--- config.mk ---
export PLATFORM = sky130hd
export DESIGN_NAME = bia_top
export DESIGN_NICKNAME = d
export VERILOG_FILES = /design/src/hw/bia_pkg.sv /design/src/hw/bia_flags.sv /design/src/hw/bia_top.sv
export SDC_FILE = /design/constraint.sdc
export NUM_CORES = 1
export LEC_CHECK = 0
export BUFFER_PORTS_ARGS = -buffer_cell sky130_fd_sc_hd__buf_2
export CAP_MARGIN = 20
export CORE_MARGIN = 5
export CORE_UTILIZATION = 42
export CTS_BUF_LIST = sky130_fd_sc_hd__clkbuf_8 sky130_fd_sc_hd__clkbuf_16
export DETAILED_ROUTE_END_ITERATION = 10
export PLACE_DENSITY = 0.88
export RECOVER_POWER = 50
export SKIP_CTS_REPAIR_TIMING = 1
export SKIP_LAST_GASP = 1
export SYNTH_ARGS = -nofsm -noshare
export SYNTH_HDL_FRONTEND = slang
export SYNTH_HIERARCHICAL = 1
export SYNTH_SLANG_ARGS = --single-unit
--- constraint.sdc ---
create_clock -name pclk -period 2.4 [get_ports pclk]
set_input_delay 0.36 -clock pclk [delete_from_list [all_inputs] [get_ports pclk]]
set_output_delay 0.36 -clock pclk [all_outputs]
set_load 0.03 [all_outputs]
--- src/hw/bia_pkg.sv ---
package bia_pkg;

  ////////////////////////////////////////////////////////////////////////////
  // Bus geometry: printed offsets are word indices, byte address = 4 * index
  localparam int          BIA_ADDR_W  = 18;
  localparam int          BIA_IDX_W   = 16;
  localparam int          BIA_DATA_W  = 32;
  localparam int          BIA_REG_W   = 8;
  localparam logic [1:0]  BIA_ALIGNED = 2'h0;

  ////////////////////////////////////////////////////////////////////////////
  // Register indices inside one channel page
  localparam logic [11:0] BIA_IDX_STATUS = 12'hB00;
  localparam logic [11:0] BIA_IDX_ENABLE = 12'hB01;
  localparam logic [11:0] BIA_IDX_FRAMER = 12'hB04;
  localparam logic [11:0] BIA_IDX_ALARM0 = 12'hB02;
  localparam logic [11:0] BIA_IDX_ALARM1 = 12'hB0E;
  localparam logic [11:0] BIA_IDX_ALARM2 = 12'hB40;
  localparam logic [11:0] BIA_IDX_SLIP   = 12'hB08;
  localparam logic [11:0] BIA_IDX_HDLC0  = 12'hB06;
  localparam logic [11:0] BIA_IDX_HDLC1  = 12'hB16;
  localparam logic [11:0] BIA_IDX_HDLC2  = 12'hB26;
  localparam logic [11:0] BIA_IDX_LOOP   = 12'hB0A;

  ////////////////////////////////////////////////////////////////////////////
  // Status and enable bit positions
  localparam int BIA_BIT_FRAMER = 0;
  localparam int BIA_BIT_ALARM  = 1;
  localparam int BIA_BIT_SLIP   = 2;
  localparam int BIA_BIT_HDLC   = 3;
  localparam int BIA_BIT_SEC    = 4;
  localparam int BIA_BIT_CLK    = 5;
  localparam int BIA_BIT_LOOP   = 6;

  localparam logic [7:0] BIA_ENABLE_RST  = 8'h00;
  localparam logic [7:0] BIA_ENABLE_MASK = 8'h7F;

  ////////////////////////////////////////////////////////////////////////////
  // Flag bank layout: nine source flags, then two event flags
  localparam int BIA_NSRC   = 9;
  localparam int BIA_NFLAG  = 11;
  localparam int BIA_F_SEC  = 9;
  localparam int BIA_F_CLK  = 10;

  // One bit per source status register, framer in bit 0
  typedef struct packed {
    logic       loop;
    logic [2:0] hdlc;
    logic       slip;
    logic [2:0] alarm;
    logic       framer;
  } bia_src_t;

  // One-cycle event strobes
  typedef struct packed {
    logic clk_loss;
    logic second_tick;
  } bia_evt_t;

endpackage

--- src/hw/bia_flags.sv ---
`timescale 1ns/1ps
// Sticky flags: a set in the same cycle as a clear wins
module bia_flags #(
  parameter int WIDTH = 1
) (
  // Clock and reset
  input  wire logic             pclk,
  input  wire logic             presetn,
  // Flag control
  input  wire logic [WIDTH-1:0] set,
  input  wire logic [WIDTH-1:0] clr,
  output logic      [WIDTH-1:0] flags
);

  logic [WIDTH-1:0] next_flags;

  assign next_flags = (flags & ~clr) | set;

  always_ff @(posedge pclk or negedge presetn) begin
    if (!presetn) begin
      flags <= '0;
    end else begin
      flags <= next_flags;
    end
  end

endmodule // bia_flags

--- src/hw/bia_top.sv ---
// Behaviour
// - Status bit 2 is high while the slip buffer block has a pending request, else low.
// - The slip bit returns to 0 once the host reads the slip source status register.
// - Status bit 1 is high while the alarm and error block has a pending request, else low.
// - The alarm bit clears once the host reads the alarm source register that raised it.
// - Status bit 0 is high while the framer block has a pending request, else low.
// - The framer bit returns to 0 once the host reads the framer source status register.
// - Enable bit 6 gates the loop code block: 0 suppresses it, 1 admits it.
// - The interrupt is raised for a source only when its block and source enables are set.
// - Enable bit 5 is the source enable of the recovered clock loss interrupt.
// - Enable bit 4 is the source enable of the one second interrupt.
// - Enable bit 3 gates the link controller block: 0 suppresses it, 1 admits it.
// - Status bit 6 follows the loop code block request and clears on its source read.
// - Status bit 5 records a clock loss since the last status read and clears on it.
// - Status bit 4 records a one second tick since the last status read and clears on it.
// - Status bit 3 follows the link controller request and clears on its source read.
`timescale 1ns/1ps
module bia_top #(
  parameter logic [3:0] CHANNEL = 4'h0
) (
  // Clock and reset
  input  wire logic                           pclk,
  input  wire logic                           presetn,
  // APB slave
  input  wire logic                           psel,
  input  wire logic                           penable,
  input  wire logic                           pwrite,
  input  wire logic [bia_pkg::BIA_ADDR_W-1:0] paddr,
  input  wire logic [bia_pkg::BIA_DATA_W-1:0] pwdata,
  input  wire logic [3:0]                     pstrb,
  output logic      [bia_pkg::BIA_DATA_W-1:0] prdata,
  output logic                                pready,
  output logic                                pslverr,
  // Block requests
  input  wire bia_pkg::bia_src_t              src_req,
  input  wire bia_pkg::bia_src_t              src_enable,
  input  wire bia_pkg::bia_evt_t              evt_pulse,
  // Interrupt
  output logic                                irq
);
  import bia_pkg::*;

  ////////////////////////////////////////////////////////////////////////////
  // Address decode

  function automatic logic idx_hit(
    input logic [BIA_IDX_W-1:0] idx,
    input logic [11:0]          lo
  );
    return idx == {CHANNEL, lo};
  endfunction

  logic [BIA_IDX_W-1:0] idx;
  logic                 aligned;
  logic                 hit_status;
  logic                 hit_enable;
  logic [BIA_NSRC-1:0]  src_hit;
  logic                 mapped;

  assign idx        = paddr[BIA_ADDR_W-1:2];
  assign aligned    = paddr[1:0] == BIA_ALIGNED;
  assign hit_status = aligned & idx_hit(idx, BIA_IDX_STATUS);
  assign hit_enable = aligned & idx_hit(idx, BIA_IDX_ENABLE);

  // Source registers live elsewhere; their reads are only snooped here
  assign src_hit[0] = aligned & idx_hit(idx, BIA_IDX_FRAMER);
  assign src_hit[1] = aligned & idx_hit(idx, BIA_IDX_ALARM0);
  assign src_hit[2] = aligned & idx_hit(idx, BIA_IDX_ALARM1);
  assign src_hit[3] = aligned & idx_hit(idx, BIA_IDX_ALARM2);
  assign src_hit[4] = aligned & idx_hit(idx, BIA_IDX_SLIP);
  assign src_hit[5] = aligned & idx_hit(idx, BIA_IDX_HDLC0);
  assign src_hit[6] = aligned & idx_hit(idx, BIA_IDX_HDLC1);
  assign src_hit[7] = aligned & idx_hit(idx, BIA_IDX_HDLC2);
  assign src_hit[8] = aligned & idx_hit(idx, BIA_IDX_LOOP);

  assign mapped = hit_status | hit_enable | (|src_hit);

  ////////////////////////////////////////////////////////////////////////////
  // Bus phases

  logic setup;
  logic commit;
  logic rd_commit;
  logic wr_commit;

  assign setup     = psel & ~penable;
  assign commit    = psel & penable & pready;
  assign rd_commit = commit & ~pwrite;
  assign wr_commit = commit & pwrite;

  ////////////////////////////////////////////////////////////////////////////
  // Enable register

  logic [BIA_REG_W-1:0] block_enable;
  logic [BIA_REG_W-1:0] next_enable;
  logic                 en_write;

  // Only byte lane 0 carries the register
  assign en_write    = wr_commit & hit_enable & ~pslverr & pstrb[0];
  assign next_enable = en_write ? (pwdata[BIA_REG_W-1:0] & BIA_ENABLE_MASK) : block_enable;

  always_ff @(posedge pclk or negedge presetn) begin
    if (!presetn) begin
      block_enable <= BIA_ENABLE_RST;
    end else begin
      block_enable <= next_enable;
    end
  end

  ////////////////////////////////////////////////////////////////////////////
  // Pending flags

  logic [BIA_NFLAG-1:0] flag_set;
  logic [BIA_NFLAG-1:0] flag_clr;
  logic [BIA_NFLAG-1:0] flags;
  logic [BIA_NSRC-1:0]  src_clr;
  logic                 rd_status;
  logic                 alarm_read;
  logic                 hdlc_read;

  // A request only counts when its own source enable is set
  assign flag_set[BIA_NSRC-1:0] = src_req & src_enable;
  assign flag_set[BIA_F_SEC]    = evt_pulse.second_tick;
  assign flag_set[BIA_F_CLK]    = evt_pulse.clk_loss;

  // Source read clears the matching source flag
  assign src_clr = src_hit & {BIA_NSRC{rd_commit & ~pslverr}};
  assign flag_clr[BIA_NSRC-1:0] = src_clr;
  assign alarm_read = |src_clr[3:1];
  assign hdlc_read  = |src_clr[7:5];

  // Clear only what the host actually saw, so an event landing between
  // setup and access is kept for the next read
  assign rd_status           = rd_commit & hit_status & ~pslverr;
  assign flag_clr[BIA_F_SEC] = rd_status & prdata[BIA_BIT_SEC];
  assign flag_clr[BIA_F_CLK] = rd_status & prdata[BIA_BIT_CLK];

  bia_flags #(
    .WIDTH (BIA_NFLAG)
  ) u_flags (
    .pclk    (pclk),
    .presetn (presetn),
    .set     (flag_set),
    .clr     (flag_clr),
    .flags   (flags)
  );

  ////////////////////////////////////////////////////////////////////////////
  // Block status view

  bia_src_t             src_flags;
  logic [BIA_REG_W-1:0] status_now;

  assign src_flags = bia_src_t'(flags[BIA_NSRC-1:0]);

  assign status_now[BIA_BIT_FRAMER] = src_flags.framer;
  assign status_now[BIA_BIT_ALARM]  = |src_flags.alarm;
  assign status_now[BIA_BIT_SLIP]   = src_flags.slip;
  assign status_now[BIA_BIT_HDLC]   = |src_flags.hdlc;
  assign status_now[BIA_BIT_SEC]    = flags[BIA_F_SEC];
  assign status_now[BIA_BIT_CLK]    = flags[BIA_F_CLK];
  assign status_now[BIA_BIT_LOOP]   = src_flags.loop;
  assign status_now[BIA_REG_W-1]    = 1'b0;

  ////////////////////////////////////////////////////////////////////////////
  // Interrupt

  logic [BIA_REG_W-1:0] gated;
  logic                 next_irq;

  // Bits 6 and 3 gate whole blocks, bits 5 and 4 single sources
  assign gated    = status_now & block_enable;
  assign next_irq = |gated;

  always_ff @(posedge pclk or negedge presetn) begin
    if (!presetn) begin
      irq <= 1'b0;
    end else begin
      irq <= next_irq;
    end
  end

  ////////////////////////////////////////////////////////////////////////////
  // APB answer: ready in the first access cycle, no wait states

  logic [BIA_DATA_W-1:0] rd_value;
  logic [BIA_DATA_W-1:0] next_prdata;

  assign rd_value = hit_status ? BIA_DATA_W'(status_now) :
                    hit_enable ? BIA_DATA_W'(block_enable) : '0;

  assign next_prdata = (setup & ~pwrite) ? rd_value :
                       commit            ? '0       : prdata;

  always_ff @(posedge pclk or negedge presetn) begin
    if (!presetn) begin
      prdata  <= '0;
      pready  <= 1'b0;
      pslverr <= 1'b0;
    end else begin
      prdata  <= next_prdata;
      pready  <= setup;
      pslverr <= setup & ~mapped;
    end
  end

  ////////////////////////////////////////////////////////////////////////////
  // Checks

  slip_set_a : assert property (
    @(posedge pclk) disable iff (!presetn)
    src_req.slip && src_enable.slip |=> status_now[BIA_BIT_SLIP]
  ) else $error("slip status bit missed a request");

  slip_clear_a : assert property (
    @(posedge pclk) disable iff (!presetn)
    src_clr[4] && !(src_req.slip && src_enable.slip)
      |=> !status_now[BIA_BIT_SLIP]
  ) else $error("slip status bit not cleared by source read");

  alarm_set_a : assert property (
    @(posedge pclk) disable iff (!presetn)
    |(src_req.alarm & src_enable.alarm) |=> status_now[BIA_BIT_ALARM]
  ) else $error("alarm status bit missed a request");

  alarm_clear_a : assert property (
    @(posedge pclk) disable iff (!presetn)
    $fell(status_now[BIA_BIT_ALARM]) |-> $past(alarm_read)
  ) else $error("alarm status bit fell without a source read");

  framer_set_a : assert property (
    @(posedge pclk) disable iff (!presetn)
    src_req.framer && src_enable.framer |=> status_now[BIA_BIT_FRAMER]
  ) else $error("framer status bit missed a request");

  framer_clear_a : assert property (
    @(posedge pclk) disable iff (!presetn)
    src_clr[0] && !(src_req.framer && src_enable.framer)
      |=> !status_now[BIA_BIT_FRAMER]
  ) else $error("framer status bit not cleared by source read");

  loop_gate_a : assert property (
    @(posedge pclk) disable iff (!presetn)
    $onehot(status_now) && status_now[BIA_BIT_LOOP] && !block_enable[BIA_BIT_LOOP]
      |=> !irq
  ) else $error("loop code request passed a cleared block enable");

  source_gate_a : assert property (
    @(posedge pclk) disable iff (!presetn)
    src_req.framer && !src_enable.framer && !status_now[BIA_BIT_FRAMER]
      |=> !status_now[BIA_BIT_FRAMER]
  ) else $error("framer request passed a cleared source enable");

  clk_gate_a : assert property (
    @(posedge pclk) disable iff (!presetn)
    status_now[BIA_BIT_CLK] && block_enable[BIA_BIT_CLK] |=> irq
  ) else $error("enabled clock loss did not raise the interrupt");

  sec_gate_a : assert property (
    @(posedge pclk) disable iff (!presetn)
    status_now[BIA_BIT_SEC] && block_enable[BIA_BIT_SEC] |=> irq
  ) else $error("enabled one second tick did not raise the interrupt");

  hdlc_gate_a : assert property (
    @(posedge pclk) disable iff (!presetn)
    status_now[BIA_BIT_HDLC] && block_enable[BIA_BIT_HDLC] |=> irq
  ) else $error("enabled link controller block did not raise the interrupt");

  loop_flag_a : assert property (
    @(posedge pclk) disable iff (!presetn)
    src_req.loop && src_enable.loop |=> status_now[BIA_BIT_LOOP]
  ) else $error("loop code status bit missed a request");

  clk_sticky_a : assert property (
    @(posedge pclk) disable iff (!presetn)
    evt_pulse.clk_loss ##1 !rd_status [*2] |-> status_now[BIA_BIT_CLK]
  ) else $error("clock loss status bit did not hold until read");

  sec_read_a : assert property (
    @(posedge pclk) disable iff (!presetn)
    rd_status && prdata[BIA_BIT_SEC] && !evt_pulse.second_tick
      |=> !status_now[BIA_BIT_SEC]
  ) else $error("one second status bit not cleared by status read");

  hdlc_clear_a : assert property (
    @(posedge pclk) disable iff (!presetn)
    $fell(status_now[BIA_BIT_HDLC]) |-> $past(hdlc_read)
  ) else $error("link controller status bit fell without a source read");

  irq_or_a : assert property (
    @(posedge pclk) disable iff (!presetn)
    block_enable == '0 ##1 block_enable == '0 |-> !irq
  ) else $error("interrupt raised with every enable bit clear");

  irq_idle_a : assert property (
    @(posedge pclk) disable iff (!presetn)
    status_now == '0 |=> !irq
  ) else $error("interrupt raised with no status bit pending");

  alarm_src_clear_a : assert property (
    @(posedge pclk) disable iff (!presetn)
    src_clr[1] && !(src_req.alarm[0] && src_enable.alarm[0])
      |=> !src_flags.alarm[0]
  ) else $error("alarm flag not cleared by its source read");

  loop_clear_a : assert property (
    @(posedge pclk) disable iff (!presetn)
    src_clr[8] && !(src_req.loop && src_enable.loop)
      |=> !status_now[BIA_BIT_LOOP]
  ) else $error("loop code status bit not cleared by source read");

  hdlc_set_a : assert property (
    @(posedge pclk) disable iff (!presetn)
    |(src_req.hdlc & src_enable.hdlc) |=> status_now[BIA_BIT_HDLC]
  ) else $error("link controller status bit missed a request");

  hdlc_block_a : assert property (
    @(posedge pclk) disable iff (!presetn)
    $onehot(status_now) && status_now[BIA_BIT_HDLC] && !block_enable[BIA_BIT_HDLC]
      |=> !irq
  ) else $error("link controller request passed a cleared block enable");

  clk_read_a : assert property (
    @(posedge pclk) disable iff (!presetn)
    rd_status && prdata[BIA_BIT_CLK] && !evt_pulse.clk_loss
      |=> !status_now[BIA_BIT_CLK]
  ) else $error("clock loss status bit not cleared by status read");

  sec_sticky_a : assert property (
    @(posedge pclk) disable iff (!presetn)
    evt_pulse.second_tick ##1 !rd_status [*2] |-> status_now[BIA_BIT_SEC]
  ) else $error("one second status bit did not hold until read");

  // Bus answer: ready follows every setup cycle, error only off the map
  ready_answer_a : assert property (
    @(posedge pclk) disable iff (!presetn)
    setup |=> pready
  ) else $error("setup cycle not answered in the first access cycle");

  unmapped_err_a : assert property (
    @(posedge pclk) disable iff (!presetn)
    setup && !mapped |=> pslverr
  ) else $error("unmapped access answered without an error");

endmodule // bia_top

==> impl_results.md <==
* Status: finished, final reports clean
* Commonest non-fill, non-tap cell in the layout: buf_2
* HPWL after DPL at about 3100 um
* Die ar. at ~5400 um^2
* Avg Cell Area, Syn at just under 10 um^2
* Chip width at between 70 and 80 um
* Fin cells at between 200 and 300
* Core ar. at 3940 um^2
* Maximum VDD drop at between 200 and 300 uV
* GP Congestion at 0.907
* Layout filler cell count at between 300 and 400
* Nets at around 320
* Most frequent cells in the layout: 54 x buf_2, 28 x dfrtp_1, 25 x conb_1
* CP required at around 2600 ps
* Min Hold Slack at 265 ps
* Seq/Total Area, Yosys at 0.417
* Worst Path Arrival at about 2400 ps
* Via/cell ratio at just under 5
* Clk_lat worst skew at around 280 ps
* Final worst path period share at 0.923
* DR DRC count at 0
* Reg clk slew, reported paths at approximately 90 ps
* PwrDens at about 480 nW/um^2
* #FFs+latches synth at 28
* Overflow after GRT at 0
* Iter 0 DRT Violations at 59
* Top routing layer in use: met4
* Final Max Tran Viols at 0
* Worst slew pin tran at roughly 1400 ps
* Metal-1 WL at between 1000 and 1500 um
* Post-Route WL at 3830 um
* Global-route wire length before repair at between 6000 and 7000 um
* Unrepaired setup endpoints after global routing: no
* Synthesis warning total at 6
* CTS tree: built
* CP endpoint kind: register
* F_max at about 450 MHz
* Final setup viols at 0
* Inst Count DP at 282
* Mapped Area at around 1700 um^2
* Diode count at 0
* Number of H-tree levels at 1
* Pin count of the biggest net entering global routing at 29
* Main flop type after synthesis: dfrtp_1
* FP Rows at 23
* WL/cell at 13.4 um
* Via Count at approximately 1.4k
* Final Core Density at 0.520
* WS Path Type: input port to register
* Max Root-Sink Buffers at 2
* Leak at ~0.95 nW
* Layout area overhead at 22.1%
* Total GRT Usage at 0.148
* Antenna violations before repair at 0
* Met3 wire length at around 330 um
* Crit Path Max Fanout at 2
* Async set or reset register ratio after synthesis at 1.00
* Worst slew margin at 0.0385
* DR pass1 iterations at 5
* Layout Skew at between 4 and 5 ps
* Vias in the first global route at 1,388
* Worst Setup Start Kind: input port
* Max Cap Violations at 0
* Hold Vio Cnt, Final at 0
* Yosys cell types at 33
* Die Y at 73.2 um
* Post-synthesis cell count at roughly 170
* Initial Utilization at 0.426
* # port buffers at 60
* Layout cells sized above 1 at 0.331
* Min cycle time layout at between 2000 and 2500 ps
* CTS sink count at 28
* Clk root buf: clkbuf_8
* Number of enable flip-flop cells after synthesis at 0
* Hold Crit Class: input port to register
* I/O pin count at between 100 and 150
* Metal2 WL at ~1900 um
* DRT antenna net count at 0
* CTS Buf Count at 3
[synth_stat cells, drive strengths merged (2+ instances only)]
| library cell | number | area, um^2 |
|---|---|---|
| a2111oi | 2 | 17.5 |
| a21o | 11 | 82.6 |
| a221o | 7 | 70.1 |
| a22oi | 2 | 15.0 |
| and2 | 17 | 106 |
| buf | 25 | 188 |
| clkbuf | 3 | 11.3 |
| dfrtp | 28 | 701 |
| inv | 12 | 45.0 |
| mux2 | 7 | 78.8 |
| nand2 | 4 | 15.0 |
| nand2b | 4 | 25.0 |
| nand3 | 2 | 10.0 |
| nand4 | 3 | 18.8 |
| nor2 | 9 | 33.8 |
| nor2b | 2 | 12.5 |
| nor3 | 7 | 35.0 |
| nor3b | 3 | 22.5 |
| nor4b | 4 | 41.3 |
| or3 | 3 | 18.8 |
| or4 | 4 | 37.5 |
[through the flow]
stage	cell area [um^2]	setup TNS, ps	setup slack [ps]	total power, mW
final	2050	0	185	0.993
after global routing	2050	0	71.4	1.04
after CTS	2060	0	194	1.00
after detailed placement	1990	-103	-103	0.636
after global placement	1990	-76.1	-76.1	0.633
after floorplan	1770	0	128	0.598
[cell families after synthesis]
group           synth area share
compound gates             0.136
buf+inv                    0.145
flops                      0.417
mux                       0.0469
other cells              0.00223
simple gates               0.253
[worst paths after layout]
check,to,cells after the start,from,slack (ps)
max in group asynchronous,prdata[3]$_DFFE_PN0P_,1,presetn,1150
max reg2reg,u_flags/flags[9]$_DFF_PN0_,6,pslverr$_DFF_PN0_,280
max,u_flags/flags[3]$_DFF_PN0_,7,paddr[6],190
min reg2reg,u_flags/flags[1]$_DFF_PN0_,1,u_flags/flags[1]$_DFF_PN0_,480
min,u_flags/flags[10]$_DFF_PN0_,2,evt_pulse[1],270
min in group asynchronous,u_flags/flags[6]$_DFF_PN0_,1,presetn,410
[state kept, by name, indices dropped and copies added, names as in the netlist]
signal,count
pready,1
u_flags/flags,11
prdata,7
block_enable,7
irq,1
pslverr,1
[area by class of cell]
| cell class | count | area (um^2) | share of cell area |
|---|---|---|---|
| clock buffer | 3 | 41.3 | 0.0201 |
| clock inverter | 1 | 30.0 | 0.0147 |
| inverter | 12 | 45.0 | 0.0220 |
| multi-input combinational | 125 | 825 | 0.402 |
| sequential | 28 | 701 | 0.342 |
| tap | 50 | 62.6 | 0.0305 |
| timing repair buffer | 67 | 345 | 0.168 |
[layer usage]
metal  vias up  global-route usage
li1        686                   -
met1       656               0.178
met2        59               0.250
met3         9              0.0303
met4         0              0.0717
met5         -                   0
[power by group]
group          switching (mW)  leakage [nW]  internal [mW]  total [mW]
combinational           0.103         0.584         0.0501       0.153
clock                   0.143        0.0357          0.223       0.366
sequential           0.000904         0.332          0.473       0.474
total                   0.246         0.951          0.747       0.993
[critical path, stage by stage]
cell	delay [ps]
buf_2	100
or3_1	380
or4_4	430
or4_4	520
nor4b_2	330
inv_1	80
a21o_1	180
(Power assumes the default switching activity.)
